File: src/hw/mfs_pkg.sv
// Purpose: shared constants for the motor fault supervisor and its controller
// Assumes: 200 MHz ref_clk, 16-bit serial frames
// Notes:   register addresses follow the 5-bit serial address field
package mfs_pkg;
  localparam int          MFS_FRAME_BITS   = 16;
  localparam logic [4:0]  MFS_ADDR_NOP     = 5'h00;
  localparam logic [4:0]  MFS_ADDR_CTRL1   = 5'h01;
  localparam logic [4:0]  MFS_ADDR_CTRL2   = 5'h02;
  localparam logic [4:0]  MFS_ADDR_CTRL4   = 5'h04;
  localparam logic [4:0]  MFS_ADDR_STAT0   = 5'h10;
  localparam logic [4:0]  MFS_ADDR_STAT1   = 5'h11;
  localparam logic [4:0]  MFS_ADDR_STAT2   = 5'h12;
  // ctrl1 fields
  localparam int          MFS_C1_STEP_POS  = 8;
  localparam int          MFS_C1_EN_POS    = 7;
  localparam int          MFS_C1_BOOST_POS = 5;
  // ctrl2 fields
  localparam int          MFS_C2_ODET_POS  = 6;
  localparam int          MFS_C2_ODIS_POS  = 5;
  localparam int          MFS_C2_OHIZ_POS  = 4;
  localparam int          MFS_C2_SLP_POS   = 3;
  localparam logic [9:0]  MFS_CTRL1_RST    = 10'h000;
  localparam logic [9:0]  MFS_CTRL2_RST    = 10'h088;
  localparam logic [5:0]  MFS_MSP_RST      = 6'h08;
  // timing (us) and derived cycle counts
  localparam int          MFS_CLK_MHZ      = 200;
  localparam int          MFS_T_HR_ERR_US  = 100;
  localparam int          MFS_T_WU_US      = 10;
  localparam int          MFS_T_CSB_MIN_US = 1;
  localparam int          MFS_T_CSB_MAX_US = 20;
  localparam int          MFS_HR_CYC       = MFS_T_HR_ERR_US * MFS_CLK_MHZ;
  localparam int          MFS_WU_CYC       = MFS_T_WU_US * MFS_CLK_MHZ;
  localparam int          MFS_CSB_MIN_CYC  = MFS_T_CSB_MIN_US * MFS_CLK_MHZ;
  localparam int          MFS_CSB_MAX_CYC  = MFS_T_CSB_MAX_US * MFS_CLK_MHZ;
  // open-detect timeouts in us, indexed by the two-bit field
  localparam int          MFS_ODET_US0     = 2;
  localparam int          MFS_ODET_US1     = 10;
  localparam int          MFS_ODET_US2     = 20;
  localparam int          MFS_ODET_US3     = 80;
  localparam int          MFS_HR_PATTERNS  = 5;
  localparam int          MFS_SCK_HALF     = 5;
  typedef enum logic [1:0] {MFS_RESET, MFS_SLEEP, MFS_WAKE, MFS_RUN}
    mfs_mode_type;
endpackage

File: src/hw/mfs_link_if.sv
// Purpose: four-wire serial link plus step, direction and fault pins
// Assumes: fault line and serial output resolved here from enables
// Notes:   fault line is open drain with a pull-up
`timescale 1ns/1ps
`default_nettype none
interface mfs_link_if;
  logic sck;
  logic csb_n;
  logic serial_input_line;
  logic sdo;
  logic sdo_oe;
  logic step;
  logic dir;
  logic fault_oe;
  wire  sdo_line   = sdo_oe ? sdo : 1'b1;
  wire  fault_line = fault_oe ? 1'b0 : 1'b1;
  modport dev (input sck, csb_n, serial_input_line, step, dir, output sdo, sdo_oe, fault_oe);
  modport ctl (output sck, csb_n, serial_input_line, step, dir, input sdo_line, fault_line);
endinterface
`default_nettype wire

File: src/hw/mfs_device.sv
// Purpose: fault supervisor and serial slave of a stepper driver
// Assumes: analog comparators arrive as async levels, synchronised here
// Notes:   serial clock is sampled by ref_clk, not used as a clock
// Overview of operation
// - full duty too long flags open coil
// - full-step positions check only powered coil
// - open sets coil flag and defect flag
// - open reaction per high-z and disable bits
// - over-current sets short flag, drivers off
// - short clears enable, stepping continues
// - defect is OR of flags, read clears
// - controller rewrites enable after fault readout
// - step during fault sets step-loss, read clears
// - warning flags, faults, drops boost
// - shutdown flags, disables, blocks hard reset
// - enable write accepted only when cool
// - fault output combines error sources but step-loss, released in sleep
// - sleep after reset, ignores inputs but select and temperature
// - select pulse in window wakes device
// - reset flag, fault held low for reset time
// - five direction patterns (ten rising dir edges) with step high reset
// - slave only, sixteen-bit frames
// - shift out falling in star mode, rising in daisy mode; sample rising edge
// - daisy command taken on select rise
// - zero frames enter daisy-chain mode
// - all-ones nop write returns star mode
// - serial error held until good status-0 read
`timescale 1ns/1ps
`default_nettype none
module mfs_device
  import mfs_pkg::*;
#(
  parameter int HR_CYC  = MFS_HR_CYC,
  parameter int ODET_K  = MFS_CLK_MHZ
) (
  input  wire logic       ref_clk,
  input  wire logic       rst_b,
  mfs_link_if.dev         link,
  input  wire logic [1:0] full_duty,
  input  wire logic [7:0] overcurrent,
  input  wire logic       undervolt,
  input  wire logic       temp_warn,
  input  wire logic       temp_shut,
  input  wire logic       stall,
  input  wire logic       backemf_result_ready,
  output logic      [1:0] bridge_on,
  output logic            boost_allowed,
  output logic      [5:0] microstep_position,
  output logic            step_event
);
  logic [6:0] s1_q, s2_q;
  logic [1:0] s3_q;
  wire  [6:0] raw = {link.sck, link.csb_n, link.serial_input_line, link.step, link.dir,
                     temp_warn, temp_shut};
  always_ff @(posedge ref_clk or negedge rst_b) begin
    if (!rst_b) begin
      s1_q <= 7'h00;
      s2_q <= 7'h00;
      s3_q <= 2'h0;
    end else begin
      s1_q <= raw;
      s2_q <= s1_q;
      s3_q <= {s2_q[6], s2_q[3]};
    end
  end
  wire sck = s2_q[6], csb = s2_q[5], serial_input_line = s2_q[4], stp = s2_q[3];
  wire dir = s2_q[2], tw = s2_q[1], tsd_in = s2_q[0];
  logic [1:0] fd1_q, fd2_q, uv1_q, uv2_q;
  logic [7:0] oc1_q, oc2_q;
  always_ff @(posedge ref_clk or negedge rst_b) begin
    if (!rst_b) begin
      fd1_q <= 2'h0; fd2_q <= 2'h0; oc1_q <= 8'h00; oc2_q <= 8'h00;
      uv1_q <= 2'h0; uv2_q <= 2'h0;
    end else begin
      fd1_q <= full_duty; fd2_q <= fd1_q; oc1_q <= overcurrent;
      oc2_q <= oc1_q; uv1_q <= {undervolt, stall}; uv2_q <= uv1_q;
    end
  end
  wire sck_rise = sck & ~s3_q[1];
  wire sck_fall = ~sck & s3_q[1];
  wire stp_rise = stp & ~s3_q[0];
  mfs_mode_type mode_q;
  logic [31:0] tmr_q;
  logic        csb_q, sdo_q, daisy_q, zero_q, spi_err_q, hr_q;
  logic [4:0]  cnt_q;
  logic [15:0] sh_q;
  logic [9:0]  c1_q, c2_q;
  logic [5:0]  msp_q;
  logic [1:0]  open_q;
  logic [7:0]  shrt_q;
  logic        sl_q, tsd_q, dir_q;
  logic [3:0]  pat_q;
  logic [31:0] od_q;
  wire run   = mode_q == MFS_RUN;
  wire awake = run | (mode_q == MFS_WAKE);
  wire csb_rise = csb & ~csb_q;
  wire csb_fall = ~csb & csb_q;
  wire electrical_defect_flag = |shrt_q | |open_q;
  wire cmd_wr = sh_q[15];
  // odd parity: the parity bit makes the xor of all sixteen bits one
  wire par_ok = ^sh_q;
  wire rd_zero = cmd_wr | (sh_q[8:0] == 9'h000);
  wire frm_ok = (cnt_q == 5'd0) & par_ok & rd_zero;
  wire [4:0] wadr = {1'b0, sh_q[14:11]};
  wire [4:0] radr = sh_q[14:10];
  wire daisy_zero = zero_q & (cnt_q == 5'd0) & ~daisy_q & (tmr_q != 0);
  wire take = csb_rise & awake & ~daisy_zero;
  wire do_wr = take & frm_ok & cmd_wr;
  wire do_rd = take & frm_ok & ~cmd_wr;
  wire rd_s0 = do_rd & (radr == MFS_ADDR_STAT0);
  wire rd_s1 = do_rd & (radr == MFS_ADDR_STAT1);
  wire rd_s2 = do_rd & (radr == MFS_ADDR_STAT2);
  wire step_req = run & ((stp_rise) | (do_wr & (wadr == MFS_ADDR_CTRL1)
                  & sh_q[MFS_C1_STEP_POS]));
  wire msp_wr = do_wr & (wadr == MFS_ADDR_CTRL4);
  wire en_req = do_wr & (wadr == MFS_ADDR_CTRL1) & sh_q[MFS_C1_EN_POS];
  wire en_ok = en_req & ~tsd_q & ~tw & ~uv2_q[1];
  wire [1:0] chk = (msp_q[3:0] != 4'h0) ? 2'b11 :
                   (msp_q[4] ? 2'b10 : 2'b01);
  wire [31:0] od_lim = (c2_q[7:6] == 2'd0) ? MFS_ODET_US0 * ODET_K :
                       (c2_q[7:6] == 2'd1) ? MFS_ODET_US1 * ODET_K :
                       (c2_q[7:6] == 2'd2) ? MFS_ODET_US2 * ODET_K :
                                             MFS_ODET_US3 * ODET_K;
  wire [1:0] open_new = {2{run & c1_q[MFS_C1_EN_POS] & (od_q >= od_lim)}}
                        & fd2_q & chk;
  wire [7:0] shrt_new = {8{run}} & oc2_q & {{4{chk[1]}}, {4{chk[0]}}};
  wire open_off = |open_new & ~c2_q[MFS_C2_ODIS_POS] & c2_q[MFS_C2_OHIZ_POS];
  logic bemf_en;
  assign bemf_en = 1'b0;
  wire fault = spi_err_q | electrical_defect_flag | tsd_q | tw | uv2_q[0] | uv2_q[1] |
               (c2_q[6] & 1'b0) | (c1_q[9] & 1'b0) |
               (backemf_result_ready & bemf_en) | (mode_q == MFS_RESET);
  // each pattern holds two rising direction edges
  wire pat_hit = stp & dir & ~dir_q;
  wire hr_go = run & ~tsd_q & pat_hit &
               (pat_q == 4'(2 * MFS_HR_PATTERNS - 1));
  always_ff @(posedge ref_clk or negedge rst_b) begin
    if (!rst_b) begin
      mode_q <= MFS_RESET; tmr_q <= 32'h0; csb_q <= 1'b1; sdo_q <= 1'b1;
      daisy_q <= 1'b0; zero_q <= 1'b1; spi_err_q <= 1'b0; hr_q <= 1'b1;
      cnt_q <= 5'h0; sh_q <= 16'h0; c1_q <= MFS_CTRL1_RST;
      c2_q <= MFS_CTRL2_RST; msp_q <= MFS_MSP_RST; open_q <= 2'h0;
      shrt_q <= 8'h00; sl_q <= 1'b0; tsd_q <= 1'b0; dir_q <= 1'b0;
      pat_q <= 4'h0; od_q <= 32'h0;
    end else begin
      csb_q <= csb;
      dir_q <= dir;
      case (mode_q)
        MFS_RESET: begin
          tmr_q <= tmr_q + 32'h1;
          if (tmr_q >= 32'(HR_CYC - 1)) begin
            mode_q <= MFS_SLEEP; tmr_q <= 32'h0;
            c1_q <= MFS_CTRL1_RST; c2_q <= MFS_CTRL2_RST;
            msp_q <= MFS_MSP_RST; daisy_q <= 1'b0;
          end
        end
        MFS_SLEEP: begin
          if (csb_fall) tmr_q <= 32'h0;
          else if (!csb) tmr_q <= tmr_q + 32'h1;
          if (csb_rise && tmr_q >= 32'(MFS_CSB_MIN_CYC - 1) &&
              tmr_q < 32'(MFS_CSB_MAX_CYC)) begin
            mode_q <= MFS_WAKE; tmr_q <= 32'h0;
            c2_q[MFS_C2_SLP_POS] <= 1'b0;
          end
        end
        MFS_WAKE: begin
          tmr_q <= tmr_q + 32'h1;
          if (tmr_q >= 32'(MFS_WU_CYC - 1)) mode_q <= MFS_RUN;
        end
        MFS_RUN: begin
          if (c2_q[MFS_C2_SLP_POS]) mode_q <= MFS_SLEEP;
          if (hr_go) begin
            mode_q <= MFS_RESET; tmr_q <= 32'h0; hr_q <= 1'b1;
          end
        end
        default: mode_q <= MFS_RESET;
      endcase
      // hard-reset pattern: count rising dir edges while step held high
      if (!stp || !run) pat_q <= 4'h0;
      else if (pat_hit) pat_q <= pat_q + 4'h1;
      // serial shifter
      if (awake) begin
        if (csb_fall) begin
          cnt_q <= 5'h0; zero_q <= 1'b1;
        end else if (!csb && sck_rise) begin
          sh_q <= {sh_q[14:0], serial_input_line};
          zero_q <= zero_q & ~serial_input_line;
          cnt_q <= (cnt_q == 5'(MFS_FRAME_BITS - 1)) ? 5'h0 : cnt_q + 5'h1;
          if (tmr_q != 32'h1) tmr_q <= 32'h1;
        end else if (!csb && sck_fall) sdo_q <= sh_q[15];
        if (csb_fall) tmr_q <= 32'h0;
      end
      if (csb_rise && awake) begin
        if (daisy_zero) daisy_q <= 1'b1;
        if (!frm_ok && !daisy_zero) spi_err_q <= 1'b1;
        else if (rd_s0) spi_err_q <= 1'b0;
        if (do_wr && wadr == MFS_ADDR_NOP && sh_q[9:0] == 10'h3ff)
          daisy_q <= 1'b0;
        if (do_wr && wadr == MFS_ADDR_CTRL1)
          c1_q <= {sh_q[9:8], c1_q[7], sh_q[6:0]};
        if (do_wr && wadr == MFS_ADDR_CTRL2) c2_q <= sh_q[9:0];
        if (msp_wr) msp_q <= sh_q[5:0];
        if (rd_s0) hr_q <= 1'b0;
        sh_q <= rd_s0 ? {1'b0, hr_q, tsd_q, tw, sl_q, electrical_defect_flag, spi_err_q,
                         uv2_q[1], open_q, 6'h00}
              : rd_s1 ? {8'h00, shrt_q} : rd_s2 ? {10'h000, msp_q}
              : cmd_wr & frm_ok ? sh_q : 16'h8000;
      end
      // enable bit: hardware clears win over software set
      if (|shrt_new || tsd_in || open_off) c1_q[MFS_C1_EN_POS] <= 1'b0;
      else if (en_ok) c1_q[MFS_C1_EN_POS] <= 1'b1;
      if (step_req) msp_q <= msp_q + 6'h1;
      od_q <= (|(fd2_q & chk)) ? od_q + 32'h1 : 32'h0;
      open_q <= (rd_s0 ? 2'h0 : open_q) | open_new;
      shrt_q <= (rd_s1 ? 8'h00 : shrt_q) | shrt_new;
      if ((uv2_q[1] | tsd_q | electrical_defect_flag) & (step_req | msp_wr)) sl_q <= 1'b1;
      else if (rd_s0) sl_q <= 1'b0;
      if (tsd_in) tsd_q <= 1'b1;
      else if (rd_s0 && !tw) tsd_q <= 1'b0;
    end
  end
  wire open_sel = |open_q & ~c2_q[MFS_C2_ODIS_POS];
  assign bridge_on = {2{run & c1_q[MFS_C1_EN_POS]}} &
                     ~({2{open_sel}} & open_q);
  assign boost_allowed = c1_q[MFS_C1_BOOST_POS] & ~tw;
  assign microstep_position = msp_q;
  assign step_event = step_req;
  assign link.sdo = daisy_q ? sh_q[15] : sdo_q;
  assign link.sdo_oe = ~csb & awake;
  assign link.fault_oe = fault & (mode_q != MFS_SLEEP);
endmodule
`default_nettype wire

File: src/flat_wrapper.sv
// flat-port wrapper written by rule: the top's interface ports become plain ports
module mfs_device_flat import mfs_pkg::*;
#(
  parameter int HR_CYC  = MFS_HR_CYC,
  parameter int ODET_K  = MFS_CLK_MHZ
)
  (ref_clk, rst_b, full_duty, overcurrent, undervolt, temp_warn, temp_shut, stall, backemf_result_ready, bridge_on, boost_allowed, microstep_position, step_event, link_sck, link_csb_n, link_serial_input_line, link_step, link_dir, link_sdo, link_sdo_oe, link_fault_oe);
  mfs_link_if link_i ();
  input  wire logic ref_clk;
  input  wire logic rst_b;
  input  wire logic [1:0] full_duty;
  input  wire logic [7:0] overcurrent;
  input  wire logic undervolt;
  input  wire logic temp_warn;
  input  wire logic temp_shut;
  input  wire logic stall;
  input  wire logic backemf_result_ready;
  output logic      [1:0] bridge_on;
  output logic boost_allowed;
  output logic      [5:0] microstep_position;
  output logic step_event;
  input wire logic [$bits(link_i.sck)-1:0] link_sck;
  input wire logic [$bits(link_i.csb_n)-1:0] link_csb_n;
  input wire logic [$bits(link_i.serial_input_line)-1:0] link_serial_input_line;
  input wire logic [$bits(link_i.step)-1:0] link_step;
  input wire logic [$bits(link_i.dir)-1:0] link_dir;
  output wire logic [$bits(link_i.sdo)-1:0] link_sdo;
  output wire logic [$bits(link_i.sdo_oe)-1:0] link_sdo_oe;
  output wire logic [$bits(link_i.fault_oe)-1:0] link_fault_oe;
  assign link_i.sck = link_sck;
  assign link_i.csb_n = link_csb_n;
  assign link_i.serial_input_line = link_serial_input_line;
  assign link_i.step = link_step;
  assign link_i.dir = link_dir;
  assign link_sdo = link_i.sdo;
  assign link_sdo_oe = link_i.sdo_oe;
  assign link_fault_oe = link_i.fault_oe;
  mfs_device #(.HR_CYC(HR_CYC), .ODET_K(ODET_K)) u_core (.ref_clk(ref_clk), .rst_b(rst_b), .link(link_i), .full_duty(full_duty), .overcurrent(overcurrent), .undervolt(undervolt), .temp_warn(temp_warn), .temp_shut(temp_shut), .stall(stall), .backemf_result_ready(backemf_result_ready), .bridge_on(bridge_on), .boost_allowed(boost_allowed), .microstep_position(microstep_position), .step_event(step_event));
endmodule
File: config.mk
export PLATFORM = sky130hd
export DESIGN_NAME = mfs_device_flat
export DESIGN_NICKNAME = d
export VERILOG_FILES = /design/src/hw/mfs_pkg.sv /design/src/hw/mfs_link_if.sv /design/src/hw/mfs_device.sv /design/src/flat_wrapper.sv
export SDC_FILE = /design/constraint.sdc
export NUM_CORES = 1
export LEC_CHECK = 0
export BUFFER_PORTS_ARGS = -buffer_cell sky130_fd_sc_hd__buf_2
export CORE_MARGIN = 3
export CORE_UTILIZATION = 45
export DETAILED_ROUTE_END_ITERATION = 8
export GPL_ROUTABILITY_DRIVEN = 0
export SLEW_MARGIN = 20
export SYNTH_ARGS = -nofsm -noshare
export SYNTH_HDL_FRONTEND = slang
export SYNTH_SLANG_ARGS = --single-unit
File: constraint.sdc
create_clock -name ref_clk -period 5.1 [get_ports ref_clk]
set_input_delay 0.255 -clock ref_clk [delete_from_list [all_inputs] [get_ports ref_clk]]
set_output_delay 0.255 -clock ref_clk [all_outputs]
set_load 0.1 [all_outputs]
==> results by group <==
STA
  • Tcrit/Tclk final: 77.6%
  • Worst setup margin: 1.14 ns
  • Unrepaired setup endpoints after global routing: no
  • Clk_skew: 0.00826 ns
  • Fmax: 253 MHz
  • Min Tclk post-route: 3.96 ns
  • Fin. max-slew vios: 0
  • Final Hold Fails: 0
  • TNS Setup: 0 ns
  • Slew @ Worst Pin: 1.00 ns
  • Slew headroom: 33.0%
  • # setup viols final: 0

Cells and area
  • Area Overhead vs Synth: 13.4%
  • Reg area: 4090 um2
  • Nets: 986
  • Design Area, Final: 9750 um2
  • Fill cells: 1688
  • Multi-input gate area: 4190 um2
  • Diode count: 0
  • Fraction of layout cells with a size suffix above 1: 12.6%
  • Final Non-Filler Cells: 1171

Synth
  • Number of distinct library cells after synthesis: 79
  • Synth Flop Type: dfrtp_1
  • Area fraction of the dominant cell type after synthesis: 45.4%
  • Async SR Flop Fraction: 100%
  • Post-Syn Area per Cell: 9.69 um2
  • Area leader, netlist: dfrtp_1
  • EDFF count, synth: 0
  • YS warnings: 0
  • FF+latch count, synth: 163
  • Synthesized net count: 945
  • Mapped Cells: 888
  • Synth Cell Area: 8600 um2
  • Seq/Total Area, Yosys: 47.5%
  • Synth top area cells: dfrtp_1 45%, ha_1 5.1%, nor2_1 4.5%

Place
  • DP Wirelength: 13800 um
  • Cell area after placement: 8950 um2
  • Dpl cells: 1119
  • Place WS: 1.41 ns
  • PortBufs: 33

Critical path
  • Crit path max-delay family: simple AND/OR/NAND/NOR gates
  • Slowest stage cell on the critical path: nor3_1
  • Setup crit end kind: output port
  • FF-to-FF End: u_core.tmr_q[14]
  • Critical path endpoint: step_event
  • CP startpoint: u_core.mode_q[0]
  • CP Data Arrival Time: 3.70 ns
  • Crit path kind: flop to output port
  • Crit path largest cell delay: 0.62 ns
  • Crit-path cells: inv_1, ha_1, nor2_1, nor3_1, o2111ai_2, o22ai_4, buf_2
  • Worst path depth: 7
  • Max FO, Critical Path: 16
  • Reg-to-Reg Start: u_core.mode_q[0]
  • Startpoint types: flop
  • Worst Path Buf+Inv: 2
  • Req. time, crit path: 4.85 ns
  • Reg2Reg Depth: 8
  • R2R setup slack: 1.38 ns

Route
  • Vias: 6823
  • ANT nets after route: 0
  • Post-DR vias/cell: 5.83
  • DRC errors left: 0
  • Router iterations before antenna repair: 5
  • Post-Route WL: 20200 um
  • Drt wl/cell: 17.3 um
  • DR iter-0 viols: 632

Die
  • Die Wd: 144 um
  • Die Ht: 144 um
  • Die area: 20800 um2
  • Rows: 49
  • Core Region: 18400 um2
  • Initial Util: 46.8%
  • # IOs: 35

Clock network
  • Clk pin slew, worst setup/hold paths: 0.07 ns
  • Setup repair bufs after CTS: 0
  • Clock latency on the worst-skew pair: 0.43 ns
  • Clock Path Buffers: 2
  • # resized after CTS: 0
  • Clock Sinks: 163
  • CTS tree: yes
  • Inserted Clock Buffers: 17
  • Clk root buf: clkbuf_16
  • H-tree Lvls: 4

Pwr
  • Worst VDD drop: 0.000228 V
  • Power Dens Cells: 275 nW/um2
  • Leak pwr: 4.08 nW
  • Power, Total: 0.00268 W

Min path
  • Hold Crit Class: input port to async pin

Global route
  • First-pass GRT wire length: 34200 um
  • Total grt overflow: 0
  • Total Routing Usage GR: 20.5%
  • Initial antenna violation count: 0
  • Vias in the first global route: 6519
  • Largest net degree at the start of global routing: 63

Flow run
  • Max_cap viols: 0

Run status
  • Status: completed
cells in the mapped netlist, drive strengths merged, types with 9 or more instances:
master and count:
xnor2 17, and3 15, nand3 39, nor3 27, a22oi 10, or3 10, nor2b 9, nor4 26
a21oi 56, xor2 23, nand4 16, buf 10, a22o 9, dfrtp 156, nand2 69, a31oi 16
ha 35, a21o 10, nor2 105, o21ai 37, inv 41, clkbuf 29
metrics by stage:
stage               hold WS (ns)  util (%)
finish                     0.312      53.0
global placement           0.207      48.7
global route               0.355      53.0
CTS                        0.343      53.0
floorplan                -0.0406         -
detailed placement         0.206      48.7
cell families (layout without fill, tap and decap cells):
group           count (synthesis)  after routing  share of synthesized area, %
mux                             9              9                          1.15
flops                         163            163                          47.5
simple gates                  358            358                          21.4
compound gates                203            203                          17.0
buf+inv                        80            134                          3.82
fa+ha+maj                      35             35                          5.09
xor+xnor                       40             40                          4.07
worst min-delay path by stage:
stage,cells after the start,startpoint,slack [ns],to
floorplan,0,rst_b,-0.04,u_core.c1_q[5]
global placement,1,rst_b,0.21,u_core.od_q[27]
detailed placement,1,rst_b,0.21,u_core.od_q[27]
CTS,2,rst_b,0.34,u_core.od_q[27]
global route,0,u_core.s1_q[5],0.35,u_core.s2_q[5]
finish,2,rst_b,0.31,u_core.od_q[27]
placed cells by master (no fill, tap or decap), types with 5 or more instances in the layout:
| cell type | synthesis | layout |
|---|---|---|
| buf_4 | 2 | 8 |
| or2_2 | 6 | 6 |
| dfstp_2 | 7 | 7 |
| mux2_2 | 7 | 7 |
| nand2_1 | 69 | 69 |
| and2_1 | 8 | 8 |
| a22oi_1 | 10 | 10 |
| a21oi_2 | 6 | 7 |
| nor3_1 | 25 | 25 |
| clkbuf_16 | 0 | 17 |
| xnor2_1 | 17 | 17 |
| a31oi_1 | 15 | 15 |
| dfrtp_1 | 156 | 156 |
| a21o_1 | 10 | 10 |
| nand3_1 | 38 | 38 |
| inv_1 | 41 | 41 |
| nor2_1 | 104 | 104 |
| nand4_1 | 16 | 16 |
| nor4_1 | 21 | 21 |
| and3_1 | 15 | 15 |
| a211oi_1 | 5 | 5 |
| a22o_1 | 9 | 9 |
| o21ai_0 | 34 | 34 |
| ha_1 | 35 | 35 |
| dlygate4sd3_1 | 0 | 20 |
| a21oi_1 | 50 | 49 |
| a222oi_1 | 8 | 8 |
| a311oi_1 | 5 | 5 |
| xor2_1 | 23 | 23 |
| nor2b_1 | 9 | 9 |
| buf_2 | 5 | 32 |
| or3_1 | 10 | 10 |
metal layers:
| metal | part of all wire (%) | global-route usage (%) | up-vias |
|---|---|---|---|
| met5 | 0 | 0 | - |
| met4 | 0.88 | 4.17 | 0 |
| met3 | 4.0 | 3.54 | 16 |
| met2 | 46 | 32.0 | 157 |
| met1 | 49 | 30.5 | 3345 |
| li1 | - | - | 3305 |
flip-flops by register name, summed over array words and instances (netlist names), 2 cells and up:
signal                     count
u_core.fd1_q                   2
u_core.s1_q                    7
u_core.shrt_q                  8
u_core.pat_q                   4
u_core.uv1_q                   2
u_core.s2_q                    7
u_core.tmr_q                  32
u_core.fd2_q                   2
u_core.oc2_q                   8
u_core.cnt_q                   5
u_core.c2_q                    5
u_core.uv2_q                   2
u_core.s3_q                    2
u_core.mode_q                  2
u_core.open_q                  2
u_core.c1_q                    2
u_core.sh_q                   16
u_core.od_q                   32
u_core.microstep_position      6
u_core.oc1_q                   8
layout make-up:
cell class | instances | area share, %
inverter | 41 | 1.58
multi-input combinational | 645 | 43.0
sequential | 163 | 41.9
clock buffer | 18 | 4.50
clock inverter | 14 | 1.67
timing repair buffer | 61 | 4.43
tap | 229 | 2.94
what timing repair did:
item / CTS / global route
endpoints found under the hold margin: 65 / 0
hold buffers: 20 / 0
setup endpoints to repair: 0 / 0
report_power, final:
group	switching [W]	internal (W)
combinational	0.0000389	0.0000224
sequential	0.0000120	0.00131
clock	0.000590	0.000710
total	0.000641	0.00204
No activity file was read; power rests on OpenSTA's default activity.
